### config.mk
export PLATFORM = sky130hd
export DESIGN_NAME = sac_adc_top
export DESIGN_NICKNAME = d
export VERILOG_FILES = /design/src/design/sac_pkg.sv /design/src/design/sac_conv_if.sv /design/src/design/sac_adc_top.sv /design/src/design/sac_sar_engine.sv /design/src/design/sac_sync2.sv
export VERILOG_INCLUDE_DIRS = /design/src /design/src/design
export SDC_FILE = /design/constraint.sdc
export NUM_CORES = 1
export LEC_CHECK = 0
export ABC_AREA = 1
export BUFFER_PORTS_ARGS = -buffer_cell sky130_fd_sc_hd__buf_2
export CORE_MARGIN = 8
export CORE_UTILIZATION = 56
export CTS_BUF_LIST = sky130_fd_sc_hd__clkbuf_4 sky130_fd_sc_hd__clkbuf_8 sky130_fd_sc_hd__clkbuf_16
export DETAILED_ROUTE_END_ITERATION = 6
export PLACE_DENSITY = 0.92
export SLEW_MARGIN = 20
export SYNTH_ARGS = -nofsm -noshare
export SYNTH_HDL_FRONTEND = slang
export SYNTH_SLANG_ARGS = --single-unit
### constraint.sdc
create_clock -name sys_clk -period 4.1 [get_ports sys_clk]
set_input_delay 0.82 -clock sys_clk [delete_from_list [all_inputs] [get_ports sys_clk]]
set_output_delay 0.82 -clock sys_clk [all_outputs]
set_load 0.005 [all_outputs]
### src/design/sac_consts.svh
// Purpose: named offsets, fields, reset values and timing for the converter control block
// Assumes: 32-bit APB, one aligned word per register, byte address = 4 * index
// Notes: timing counts derive from the printed times and the system clock rate
`ifndef SAC_CONSTS_SVH
`define SAC_CONSTS_SVH

// register indices; byte address is four times the index
`define SAC_IDX_CHANNEL 10'h016
`define SAC_IDX_RES_LOW 10'h017
`define SAC_IDX_RES_HIGH 10'h018
`define SAC_IDX_PIN_FUNC_A 10'h019
`define SAC_IDX_SPEED_PIN_B 10'h01a
`define SAC_IDX_START_FLAG 10'h020
`define SAC_IDX_LADDER_OFF 10'h021
`define SAC_IDX_PORT_DATA 10'h030
`define SAC_IDX_MISC 10'h031

// field positions
`define SAC_START_BIT 2
`define SAC_LADDER_OFF_BIT 2
`define SAC_PULLUP_SEL_BIT 3
`define SAC_SPEED_BIT 0
`define SAC_NIBBLE_W 4
`define SAC_PORT_W 12

// reset values
`define SAC_RST_NIBBLE 4'h0
`define SAC_RST_PORT_DATA 12'hfff
`define SAC_RST_CHANNEL 4'h0

// timing: time per result bit in ns, clock in MHz
`define SAC_CLK_MHZ 100
`define SAC_SLOW_BIT_NS 320
`define SAC_FAST_BIT_NS 80
`define SAC_SLOW_BIT_CYC ((`SAC_SLOW_BIT_NS * `SAC_CLK_MHZ + 999) / 1000)
`define SAC_FAST_BIT_CYC ((`SAC_FAST_BIT_NS * `SAC_CLK_MHZ + 999) / 1000)

// comparator path latency through the synchroniser
`define SAC_SYNC_LAT 2

`endif

### src/design/sac_pkg.sv
// Purpose: shared types of the converter control block
// Assumes: constants come from sac_consts.svh
// Notes: states are gray coded along the conversion path
package sac_pkg;

    typedef enum logic [1:0] {
        SAC_IDLE = 2'h0,
        SAC_SETTLE = 2'h1,
        SAC_FINISH = 2'h3
    } sac_state_e;

    typedef enum logic [2:0] {
        SAC_PWR_ACTIVE = 3'h0,
        SAC_PWR_STANDBY = 3'h1,
        SAC_PWR_STOP = 3'h2,
        SAC_PWR_WATCH = 3'h3,
        SAC_PWR_SUBACTIVE = 3'h4
    } sac_pwr_e;

endpackage

### src/design/sac_conv_if.sv
// Purpose: carries start, speed, comparator and result between control and sequencer
// Assumes: single clock domain
// Notes: cmp is already synchronised when it reaches this interface
`timescale 1ns/1ps
interface sac_conv_if #(parameter int RES_W = 8);
    logic start;
    logic fast;
    logic hold;
    logic cmp;
    logic busy;
    logic done;
    logic [RES_W-1:0] trial;
    logic [RES_W-1:0] result;

    modport ctrl (output start, output fast, output hold, output cmp,
                  input busy, input done, input trial, input result);
    modport engine (input start, input fast, input hold, input cmp,
                    output busy, output done, output trial, output result);
endinterface

### src/design/sac_adc_top.sv
// Purpose: APB register block and control of an 8-bit SAR converter with a resistor ladder
// Assumes: comparator and ladder are analog; pwr_mode comes from logic on sys_clk
// Notes: result nibbles have no reset; they hold until the next conversion ends
//
// Operation
// - twelve inputs, ladder comparison, 8-bit result
// - writing 1 to start flag starts
// - completion stores result, clears start flag
// - ladder current off flag cuts ladder
// - result read-only as two nibbles
// - reset leaves result register untouched
// - result held until next conversion
// - result undefined while conversion runs
// - no conversion in stop, watch, subactive
// - low-power modes always cut ladder current
// - first mode register picks pin function
// - second register sets speed and pins
// - channel register picks converted input
// - reset sets port data to ones
//
// Chosen here: register access over APB.
`timescale 1ns/1ps
`include "sac_consts.svh"
module sac_adc_top
    import sac_pkg::*;
#(
    parameter int NUM_CH = 12,
    parameter int RES_W = 8
) (
    input wire logic sys_clk,
    input wire logic srst,
    input wire logic psel,
    input wire logic penable,
    input wire logic pwrite,
    input wire logic [11:0] paddr,
    input wire logic [31:0] pwdata,
    output logic [31:0] prdata,
    output logic pready,
    output logic pslverr,
    input wire logic [2:0] pwr_mode,
    input wire logic cmp_in,
    output logic [RES_W-1:0] ladder_code,
    output logic ladder_en,
    output logic [3:0] chan_sel,
    output logic [NUM_CH-1:0] analog_pin_en,
    output logic [NUM_CH-1:0] pullup_en,
    output logic [NUM_CH-1:0] port_output_data
);
    if (NUM_CH != `SAC_PORT_W || RES_W != 2 * `SAC_NIBBLE_W) begin : g_chk
        $error("sac_adc_top serves twelve channels and an 8-bit result only");
    end

    sac_conv_if #(.RES_W(RES_W)) cv ();

    logic [3:0] channel_select_reg;
    logic [3:0] pin_function_reg_a;
    logic [3:0] speed_pin_reg_b;
    logic conversion_start_flag;
    logic ladder_current_off_flag;
    logic pullup_select_bit;
    logic [3:0] result_low_nibble;
    logic [3:0] result_high_nibble;
    logic [9:0] idx;
    logic wr_acc;
    logic rd_setup;
    logic hit;
    logic low_power;
    logic start_req;
    logic cmp_sync;
    logic [31:0] next_rdata;

    // bus decode on the word index
    assign idx = paddr[11:2];
    assign wr_acc = psel && penable && pwrite;
    assign rd_setup = psel && !penable && !pwrite;
    assign pready = 1'b1;

    // known register indices
    always_comb begin
        if (idx == `SAC_IDX_CHANNEL) begin
            hit = 1'b1;
        end else if (idx == `SAC_IDX_RES_LOW || idx == `SAC_IDX_RES_HIGH) begin
            hit = 1'b1;
        end else if (idx == `SAC_IDX_PIN_FUNC_A || idx == `SAC_IDX_SPEED_PIN_B) begin
            hit = 1'b1;
        end else if (idx == `SAC_IDX_START_FLAG || idx == `SAC_IDX_LADDER_OFF) begin
            hit = 1'b1;
        end else if (idx == `SAC_IDX_PORT_DATA || idx == `SAC_IDX_MISC) begin
            hit = 1'b1;
        end else begin
            hit = 1'b0;
        end
    end

    // unmapped addresses answer with an error in the access phase
    assign pslverr = psel && penable && !hit;

    // stop, watch and subactive stop the system clock to the converter
    assign low_power = (pwr_mode == SAC_PWR_STOP) || (pwr_mode == SAC_PWR_WATCH)
                       || (pwr_mode == SAC_PWR_SUBACTIVE);

    assign start_req = wr_acc && (idx == `SAC_IDX_START_FLAG)
                       && pwdata[`SAC_START_BIT] && !conversion_start_flag;

    // comparator pin passes two flops before the sequencer reads it
    sac_sync2 #(.W(1)) u_cmp_sync (
        .sys_clk(sys_clk),
        .srst(srst),
        .d(cmp_in),
        .q(cmp_sync)
    );

    assign cv.start = start_req;
    assign cv.fast = speed_pin_reg_b[`SAC_SPEED_BIT];
    assign cv.hold = low_power;
    assign cv.cmp = cmp_sync;

    sac_sar_engine #(.RES_W(RES_W), .CNT_W(8)) u_engine (
        .sys_clk(sys_clk),
        .srst(srst),
        .cv(cv.engine)
    );

    // writable control registers
    always_ff @(posedge sys_clk) begin
        if (srst) begin
            channel_select_reg <= `SAC_RST_CHANNEL;
            pin_function_reg_a <= `SAC_RST_NIBBLE;
            speed_pin_reg_b <= `SAC_RST_NIBBLE;
            ladder_current_off_flag <= 1'b0;
            pullup_select_bit <= 1'b0;
        end else if (wr_acc) begin
            if (idx == `SAC_IDX_CHANNEL) begin
                channel_select_reg <= pwdata[3:0];
            end else if (idx == `SAC_IDX_PIN_FUNC_A) begin
                pin_function_reg_a <= pwdata[3:0];
            end else if (idx == `SAC_IDX_SPEED_PIN_B) begin
                speed_pin_reg_b <= pwdata[3:0];
            end else if (idx == `SAC_IDX_LADDER_OFF) begin
                ladder_current_off_flag <= pwdata[`SAC_LADDER_OFF_BIT];
            end else if (idx == `SAC_IDX_MISC) begin
                pullup_select_bit <= pwdata[`SAC_PULLUP_SEL_BIT];
            end
        end
    end

    always_ff @(posedge sys_clk) begin
        if (srst) begin
            port_output_data <= `SAC_RST_PORT_DATA;
        end else if (wr_acc && idx == `SAC_IDX_PORT_DATA) begin
            port_output_data <= pwdata[`SAC_PORT_W-1:0];
        end
    end

    // flag stands for the whole conversion
    // flag clears when the result lands
    always_ff @(posedge sys_clk) begin
        if (srst) begin
            conversion_start_flag <= 1'b0;
        end else if (start_req) begin
            conversion_start_flag <= 1'b1;
        end else if (cv.done) begin
            conversion_start_flag <= 1'b0;
        end
    end

    // no reset term on the result
    always_ff @(posedge sys_clk) begin
        if (cv.done) begin
            result_low_nibble <= cv.result[3:0];
            result_high_nibble <= cv.result[7:4];
        end
    end

    // reads during conversion return the held value
    always_comb begin
        next_rdata = 32'h0;
        if (idx == `SAC_IDX_CHANNEL) begin
            next_rdata[3:0] = channel_select_reg;
        end else if (idx == `SAC_IDX_RES_LOW) begin
            next_rdata[3:0] = result_low_nibble;
        end else if (idx == `SAC_IDX_RES_HIGH) begin
            next_rdata[3:0] = result_high_nibble;
        end else if (idx == `SAC_IDX_PIN_FUNC_A) begin
            next_rdata[3:0] = pin_function_reg_a;
        end else if (idx == `SAC_IDX_SPEED_PIN_B) begin
            next_rdata[3:0] = speed_pin_reg_b;
        end else if (idx == `SAC_IDX_START_FLAG) begin
            next_rdata[`SAC_START_BIT] = conversion_start_flag;
        end else if (idx == `SAC_IDX_LADDER_OFF) begin
            next_rdata[`SAC_LADDER_OFF_BIT] = ladder_current_off_flag;
        end else if (idx == `SAC_IDX_PORT_DATA) begin
            next_rdata[`SAC_PORT_W-1:0] = port_output_data;
        end else if (idx == `SAC_IDX_MISC) begin
            next_rdata[`SAC_PULLUP_SEL_BIT] = pullup_select_bit;
        end
    end

    // read data is captured in the setup phase, valid through access
    always_ff @(posedge sys_clk) begin
        if (srst) begin
            prdata <= 32'h0;
        end else if (rd_setup) begin
            prdata <= next_rdata;
        end
    end

    always_ff @(posedge sys_clk) begin
        if (srst) begin
            ladder_en <= 1'b0;
        end else begin
            ladder_en <= !ladder_current_off_flag && !low_power;
        end
    end

    // channel register drives the input mux
    assign chan_sel = channel_select_reg;
    assign ladder_code = cv.trial;

    // first register: channels 0 to 7 in pairs
    // second register: channels 8 to 11 in pairs
    genvar g;
    for (g = 0; g < NUM_CH; g++) begin : g_pin
        if (g < 8) begin : g_a
            assign analog_pin_en[g] = pin_function_reg_a[g/2];
        end else begin : g_b
            assign analog_pin_en[g] = speed_pin_reg_b[1 + (g-8)/2];
        end
        // pull-up stays on for a set data bit while the pull-up select bit is set, analog pin or not
        assign pullup_en[g] = pullup_select_bit && port_output_data[g];
    end

    // conversion length tracking for the checks below
    logic [15:0] run_cnt;
    logic run_fast;
    always_ff @(posedge sys_clk) begin
        if (srst) begin
            run_cnt <= 16'h0;
            run_fast <= 1'b0;
        end else if (start_req) begin
            run_cnt <= 16'h0;
            run_fast <= speed_pin_reg_b[`SAC_SPEED_BIT];
        end else if (conversion_start_flag && (cv.done || !low_power)) begin
            run_cnt <= run_cnt + 16'h1; // finish cycle is never held
        end
    end

    // set by the first completion and never cleared, like the result itself
    logic res_loaded;
    always_ff @(posedge sys_clk) begin
        if (cv.done) begin
            res_loaded <= 1'b1;
        end
    end

    start_launch_a: assert property (
        @(posedge sys_clk) disable iff (srst)
        start_req |=> conversion_start_flag && cv.busy)
        else $error("start write did not launch a conversion");

    done_clear_a: assert property (
        @(posedge sys_clk) disable iff (srst)
        cv.done |=> !conversion_start_flag
        && {result_high_nibble, result_low_nibble} == $past(cv.result))
        else $error("completion did not store result and clear flag");

    ladder_cut_a: assert property (
        @(posedge sys_clk) disable iff (srst)
        ladder_current_off_flag |=> !ladder_en)
        else $error("ladder current on while off flag set");

    lowpower_cut_a: assert property (
        @(posedge sys_clk) disable iff (srst)
        low_power |=> !ladder_en)
        else $error("ladder current on in low-power mode");

    lowpower_hold_a: assert property (
        @(posedge sys_clk) disable iff (srst)
        low_power && cv.busy && !cv.done |=> $stable(cv.trial) && !cv.done)
        else $error("conversion advanced in low-power mode");

    result_hold_a: assert property (
        @(posedge sys_clk) disable iff (srst)
        res_loaded && !cv.done |=> $stable(result_low_nibble) && $stable(result_high_nibble))
        else $error("result changed outside completion");

    conv_len_a: assert property (
        @(posedge sys_clk) disable iff (srst)
        $fell(conversion_start_flag) |-> run_cnt == (run_fast ?
            16'(8 * `SAC_FAST_BIT_CYC + 1) : 16'(8 * `SAC_SLOW_BIT_CYC + 1)))
        else $error("conversion length differs from speed setting");

    port_reset_a: assert property (
        @(posedge sys_clk)
        srst |=> port_output_data == `SAC_RST_PORT_DATA)
        else $error("port data not ones after reset");

    channel_sel_a: assert property (
        @(posedge sys_clk) disable iff (srst)
        wr_acc && idx == `SAC_IDX_CHANNEL |=> chan_sel == $past(pwdata[3:0]))
        else $error("channel select did not follow the write");
endmodule // sac_adc_top

### src/design/sac_sar_engine.sv
// Purpose: successive-approximation sequencer, one trial bit per settle window
// Assumes: comparator high means the input lies above the trial code
// Notes: hold freezes the sequence in place while the system clock is stopped
`timescale 1ns/1ps
`include "sac_consts.svh"
module sac_sar_engine
    import sac_pkg::*;
#(
    parameter int RES_W = 8,
    parameter int CNT_W = 8
) (
    input wire logic sys_clk,
    input wire logic srst,
    sac_conv_if.engine cv
);
    localparam logic [CNT_W-1:0] SLOW_LOAD = CNT_W'(`SAC_SLOW_BIT_CYC - 1);
    localparam logic [CNT_W-1:0] FAST_LOAD = CNT_W'(`SAC_FAST_BIT_CYC - 1);

    if (`SAC_FAST_BIT_CYC <= `SAC_SYNC_LAT || `SAC_SLOW_BIT_CYC >= (1 << CNT_W)) begin : g_chk
        $error("settle counts do not fit the comparator latency or counter width");
    end

    sac_state_e state;
    logic [$clog2(RES_W)-1:0] bit_idx;
    logic [CNT_W-1:0] cnt;
    logic speed_fast;

    assign cv.busy = (state != SAC_IDLE);
    assign cv.done = (state == SAC_FINISH);

    // sequence: load msb trial, settle, decide, step down to lsb
    always_ff @(posedge sys_clk) begin
        if (srst) begin
            state <= SAC_IDLE;
            bit_idx <= '0;
            cnt <= '0;
            speed_fast <= 1'b0;
            cv.trial <= '0;
            cv.result <= '0;
        end else begin
            case (state)
                SAC_IDLE: begin
                    if (cv.start) begin
                        state <= SAC_SETTLE;
                        speed_fast <= cv.fast;
                        bit_idx <= ($clog2(RES_W))'(RES_W - 1);
                        cnt <= cv.fast ? FAST_LOAD : SLOW_LOAD;
                        cv.trial <= {1'b1, {(RES_W-1){1'b0}}};
                    end
                end
                SAC_SETTLE: begin
                    if (!cv.hold) begin
                        if (cnt != '0) begin
                            cnt <= cnt - 1'b1;
                        end else begin
                            cnt <= speed_fast ? FAST_LOAD : SLOW_LOAD;
                            if (bit_idx == '0) begin
                                state <= SAC_FINISH;
                                cv.result <= {cv.trial[RES_W-1:1], cv.cmp};
                            end else begin
                                cv.trial[bit_idx] <= cv.cmp;
                                cv.trial[bit_idx - 1'b1] <= 1'b1;
                                bit_idx <= bit_idx - 1'b1;
                            end
                        end
                    end
                end
                default: begin
                    state <= SAC_IDLE;
                end
            endcase
        end
    end
endmodule // sac_sar_engine

### src/design/sac_sync2.sv
// Purpose: two flip-flop synchroniser for asynchronous pin levels
// Assumes: inputs are levels, not pulses
// Notes: the first stage is read only by the second stage
`timescale 1ns/1ps
module sac_sync2 #(parameter int W = 1) (
    input wire logic sys_clk,
    input wire logic srst,
    input wire logic [W-1:0] d,
    output logic [W-1:0] q
);
    logic [W-1:0] meta;

    // two stages, cleared by reset
    always_ff @(posedge sys_clk) begin
        if (srst) begin
            meta <= '0;
            q <= '0;
        end else begin
            meta <= d;
            q <= meta;
        end
    end
endmodule // sac_sync2

# Yosys cells after proc, flatten, opt, wreduce, memory -nomap -nowiden
# Cells that the tools add are included.
# op_classes
n_reduce_logical	51
n_addsub	2
order_cmp	4
n_bitwise	7
muxes	53
eq_ne	19
# ops
operator	count
2-to-1 mux 8 bit	13
== test 10 x 5 -> 1 bit, second input constant	5
== test 10 x 6 -> 1 bit, second input constant	4
case mux 8 bit (2 select lines)	2
logical AND 1 bit	24
2-to-1 mux 4 bit	5
2-to-1 mux 9 bit	2
2-to-1 mux 3 bit	5
2-to-1 mux 1 bit	13
2-to-1 mux 2 bit	6
AND reduction 4 bit	3
2-to-1 mux 5 bit	2
AND reduction 5 bit	2
bitwise mux 8 bit	1
< comparator 3 x 4 -> 1 bit, second input constant	2
!= test 2 bit, second input constant	4
OR 8 bit	1
nonzero test 8 bit	1
subtractor 8 x 1 -> 8 bit, second input constant	1
demux 1 bit (select 3 bit)	2
== test 3 x 2 -> 1 bit, second input constant	2
greater-or-equal comparator 3 x 1 -> 1 bit, second input constant	2
zero test 1 bit	6
logical OR 1 bit	6
14 further kinds	22
# word_totals
input_bits	53
elab_cells	155
ff_bits	80
out_inout_bits	83

# Logic depth before layout (Yosys ltp)
# logic_depth
word_depth	10
ltp_mapped	14
ltp_nobuf	13

# Cells and area by module
# From an unflattened synthesis, not the netlist that was laid out.
# unflattened
hier_cells	608
area_unflattened_um2	4301.6
# modules_own_cells
mod	seq_area_each_um2	instances	cells_per_inst	area_each_um2
sac_adc_top	1041.0	1	335	2502.4
sac_sar_engine	600.6	1	267	1744.2
sac_sync2	40.0	1	6	55.1

# Least setup slack after synthesis
# Ideal clock, no wire load.
# synth_path
path_kind	input port to output port
from	input paddr[9]
to	output pslverr
n_path_buf	0
required_time_ns	3.280
stages	8
setup_slack_ns	1.580
t_arrival_ns	1.700
cell_sequence	nor2_2 -> nand2_2 -> nor2_4 -> inv_2 -> nor2_4 -> nand2_4 -> nand3b_1 -> nor3_1
# synth_between
elab_chain_cells	9
elab_cells_between_ends	20
classes_between	eq/ne: 9; mux: 5; reduce/logical: 6
# synth_lines
element	line_no	rtl
start: declaration	sac_adc_top.sv:35	input wire logic [11:0] paddr,
== test 10 x 6 -> 1 bit (no source line)	--	
logical OR 1 bit (no source line)	--	
2-to-1 mux 1 bit	sac_adc_top.sv:88	end else if (idx == `SAC_IDX_PORT_DATA || idx == `SAC_IDX_MISC) begin
2-to-1 mux 1 bit	sac_adc_top.sv:86	end else if (idx == `SAC_IDX_START_FLAG || idx == `SAC_IDX_LADDER_OFF) begin
2-to-1 mux 1 bit	sac_adc_top.sv:84	end else if (idx == `SAC_IDX_PIN_FUNC_A || idx == `SAC_IDX_SPEED_PIN_B) begin
2-to-1 mux 1 bit	sac_adc_top.sv:82	end else if (idx == `SAC_IDX_RES_LOW || idx == `SAC_IDX_RES_HIGH) begin
2-to-1 mux 1 bit *	sac_adc_top.sv:80	if (idx == `SAC_IDX_CHANNEL) begin
zero test 1 bit *	sac_adc_top.sv:96	assign pslverr = psel && penable && !hit;
logical AND 1 bit *	sac_adc_top.sv:96	
end: declaration	sac_adc_top.sv:39	output logic pslverr,
# Every way passes the cells marked *; elsewhere a longest branch is shown, timed or not.

# Worst setup path after layout
# layout_path
from	input paddr[11]
to	output pslverr
# The elaborated chain is that of the path after synthesis.

==> flow_summary.yaml <==
clock_tree:
  htreeDepth: 3
  clk_latency_ns: 0.36
  cts-resized-gates: 0
  hold_buffers: 0
  cts_tree: "built"
  clockBufferDepth: 2
  cts_made_buffers: 9
  cts_root_buffer: "clkbuf_8"
  clock_sink_count: 80
  path_clk_slew_ns: 0.08
  postCtsSetupBuffers: 0
global_route:
  antenna_found_initial: 0
  groute.usage.overall_pct: 20.12
  grt.overflow.total: 0
  first_global_vias: 3959
  grt_max_degree: 40
  grt_first_pass_wirelength_um: 18400
routing:
  vias: 4179
  drc: 0
  routedWlPerCell_um: 14.73
  drt-initial-drc-count: 244
  via_per_inst: 5.499
  ant_nets: 0
  routed_wl_um: 11190
  firstDrtPassIters: 5
sta:
  rsz0062_at_grt: "false"
  min_period_ns: 3.174
  final.setup_skew_ns: 0.01494
  finalCritPeriodShare_pct: 77.40
  fmax_mhz: 315.1
  setup_tns_ns: 0
  finalSetupViolations: 0
  tightest_slew_ns: 1.007
  drv_slew: 0
  slew_headroom_pct: 32.77
  final_hold_viol_count: 0
  whs_ns: 0.4041
setup_path:
  cp_max_fo: 11
  reg2reg_from: "u_engine.cnt[0]"
  worstPathRequired_ns: 3.28
  reg2reg_slack_ns: 1.97
  startpoint_type: "input pin"
  cp.arrival_ns: 2.35
  ff2ff_path_depth: 13
  crit_end: "pslverr"
  end_kind: "output pin"
  startpoint: "paddr[11]"
  worstReg2RegEnd: "u_engine.bit_idx[0]"
  path_class: "input pin to output pin"
synthesis:
  synth_top_family_by_area: "simple AND/OR/NAND/NOR gates"
  yosysTopAreaCell: "dfxtp_1"
  synthTopCellsByArea: "dfxtp_1 (33%), nand2_1 (9.3%), inv_1 (5.8%)"
  syn_area_um2: 4363
  synth_cells: 578
  synth_area_per_cell_um2: 7.548
  seq_area_frac_synth_pct: 38.54
  synth_fa_ha_area_share_pct: 1.147
  ys_types: 47
  yosys.area.top_type_share_pct: 33.04
  ys_ff_latch: 80
  synth-xor-area-share_pct: 0.4015
  muxShareOfSynthArea_pct: 0
  ys_warn_count: 0
  synth-simple-area-share_pct: 29.22
  synth_compound_area_share_pct: 15.08
final_layout:
  final_cell_count_no_fill: 760
  area_growth_pct: 11.67
  ff_latch_area_um2: 1682
  nFillCells: 639
  nets: 710
  mostFrequentLayoutCells: "nand2_1 (108), buf_2 (92), dfxtp_1 (72)"
  multi_input_area_um2: 2079
  drive_gt1_share_pct: 23.86
  final_common_cell: "nand2_1"
  antenna_cells: 0
floorplan:
  core_um2: 7647
  dieArea_um2: 10870
  num_rows: 32
  initial_core_util_pct: 57.05
  io_pins: 136
  die_h_um: 104.3
  die_w_um: 104.3
power_and_ir_drop:
  power_density_nw_per_um2: 481.7
  leakagePower_nw: 2.259
  max-vdd-ir-drop_mv: 0.2905
placed_design:
  io_buffer_count: 92
  dp_cells: 744
  dp_hpwl_um: 8233
  gp_congestion: 0.9152
hold_path:
  worst_hold_path_type: "register to register"
flow_run:
  drv_cap: 0
outcome:
  status: "finished, final reports clean"
[critical path, stage by stage]
cell	delay, ns
buf_2	0.10
nor2_2	0.44
nand4_1	0.25
nor2_4	0.25
nand2_4	0.15
nand3b_1	0.14
nor3_1	0.07
buf_2	0.13
[synth_stat cells, drive strengths merged]
cell type,instances
edfxtp,8
nor4,2
o311a,1
clkbuf,10
nand2,116
xnor2,2
nor3,9
a31o,1
ha,4
o211ai,11
a211oi,10
nand3,45
a21oi,49
nand4,14
buf,39
conb,2
dfxtp,72
o21ai,34
nand3b,2
nor2,59
o2111ai,2
or2,4
inv,77
a31oi,4
o211a,1
[per-stage QoR]
step                utilization [%]  power, W  cell area [µm²]  worst slack, ns
floorplan                         -  0.001614             4434            1.580
global placement              60.95  0.001688             4661            1.006
detailed placement            60.95  0.001730             4661           0.9828
CTS                           63.71  0.002343             4872           0.9465
global route                  63.71  0.002482             4872           0.7961
finish                        63.71  0.002347             4872           0.9264
[logic make-up after synthesis]
group                    Yosys count
AND/OR/NAND/NOR                  251
buffers and inverters            126
AO/OA/AOI/OAI                    113
flip-flops                        80
adder cells (fa/ha/maj)            4
XOR/XNOR                           2
other                              2
[area by class of cell]
cell class | instances | share of cell area (%)
timing repair buffer | 94 | 9.759
tap | 102 | 2.619
multi-input combinational | 391 | 42.68
clock buffer | 10 | 2.825
inverter | 77 | 6.086
sequential | 80 | 34.51
clock inverter | 6 | 1.515
[power breakdown]
part	internal [W]	switching, W
Sequential	0.000864	0.0000722
Combinational	0.000260	0.000530
Clock	0.000307	0.000313
[worst min path at each step]
| stage | from | endpoint | cells past startpoint |
|---|---|---|---|
| floorplan | u_cmp_sync.meta | u_cmp_sync.q | 2 |
| global placement | u_cmp_sync.meta | u_cmp_sync.q | 2 |
| detailed placement | u_cmp_sync.meta | u_cmp_sync.q | 2 |
| CTS | u_cmp_sync.meta | u_cmp_sync.q | 2 |
| global route | u_cmp_sync.meta | u_cmp_sync.q | 2 |
| finish | u_cmp_sync.meta | u_cmp_sync.q | 2 |
[routing by layer]
layer | global-route usage [%] | vias to the layer above | part of all wire (%)
met5 | 0 | - | 0
met4 | 10.34 | 0 | 3.5
met3 | 5.576 | 38 | 8.3
met2 | 33.83 | 223 | 47
met1 | 22.75 | 1901 | 41
li1 | - | 2017 | -
[sequential cells by signal, indices dropped and copies added (netlist names), 4 cells and up]
name / cells
result_low_nibble: 4
speed_pin_reg_b: 4
chan_sel: 4
u_engine.cv.trial: 8
u_engine.cv.result: 8
result_high_nibble: 4
port_output_data: 12
pin_function_reg_a: 4
u_engine.cnt: 8
prdata: 12
No activity file was read; power rests on OpenSTA's default activity.
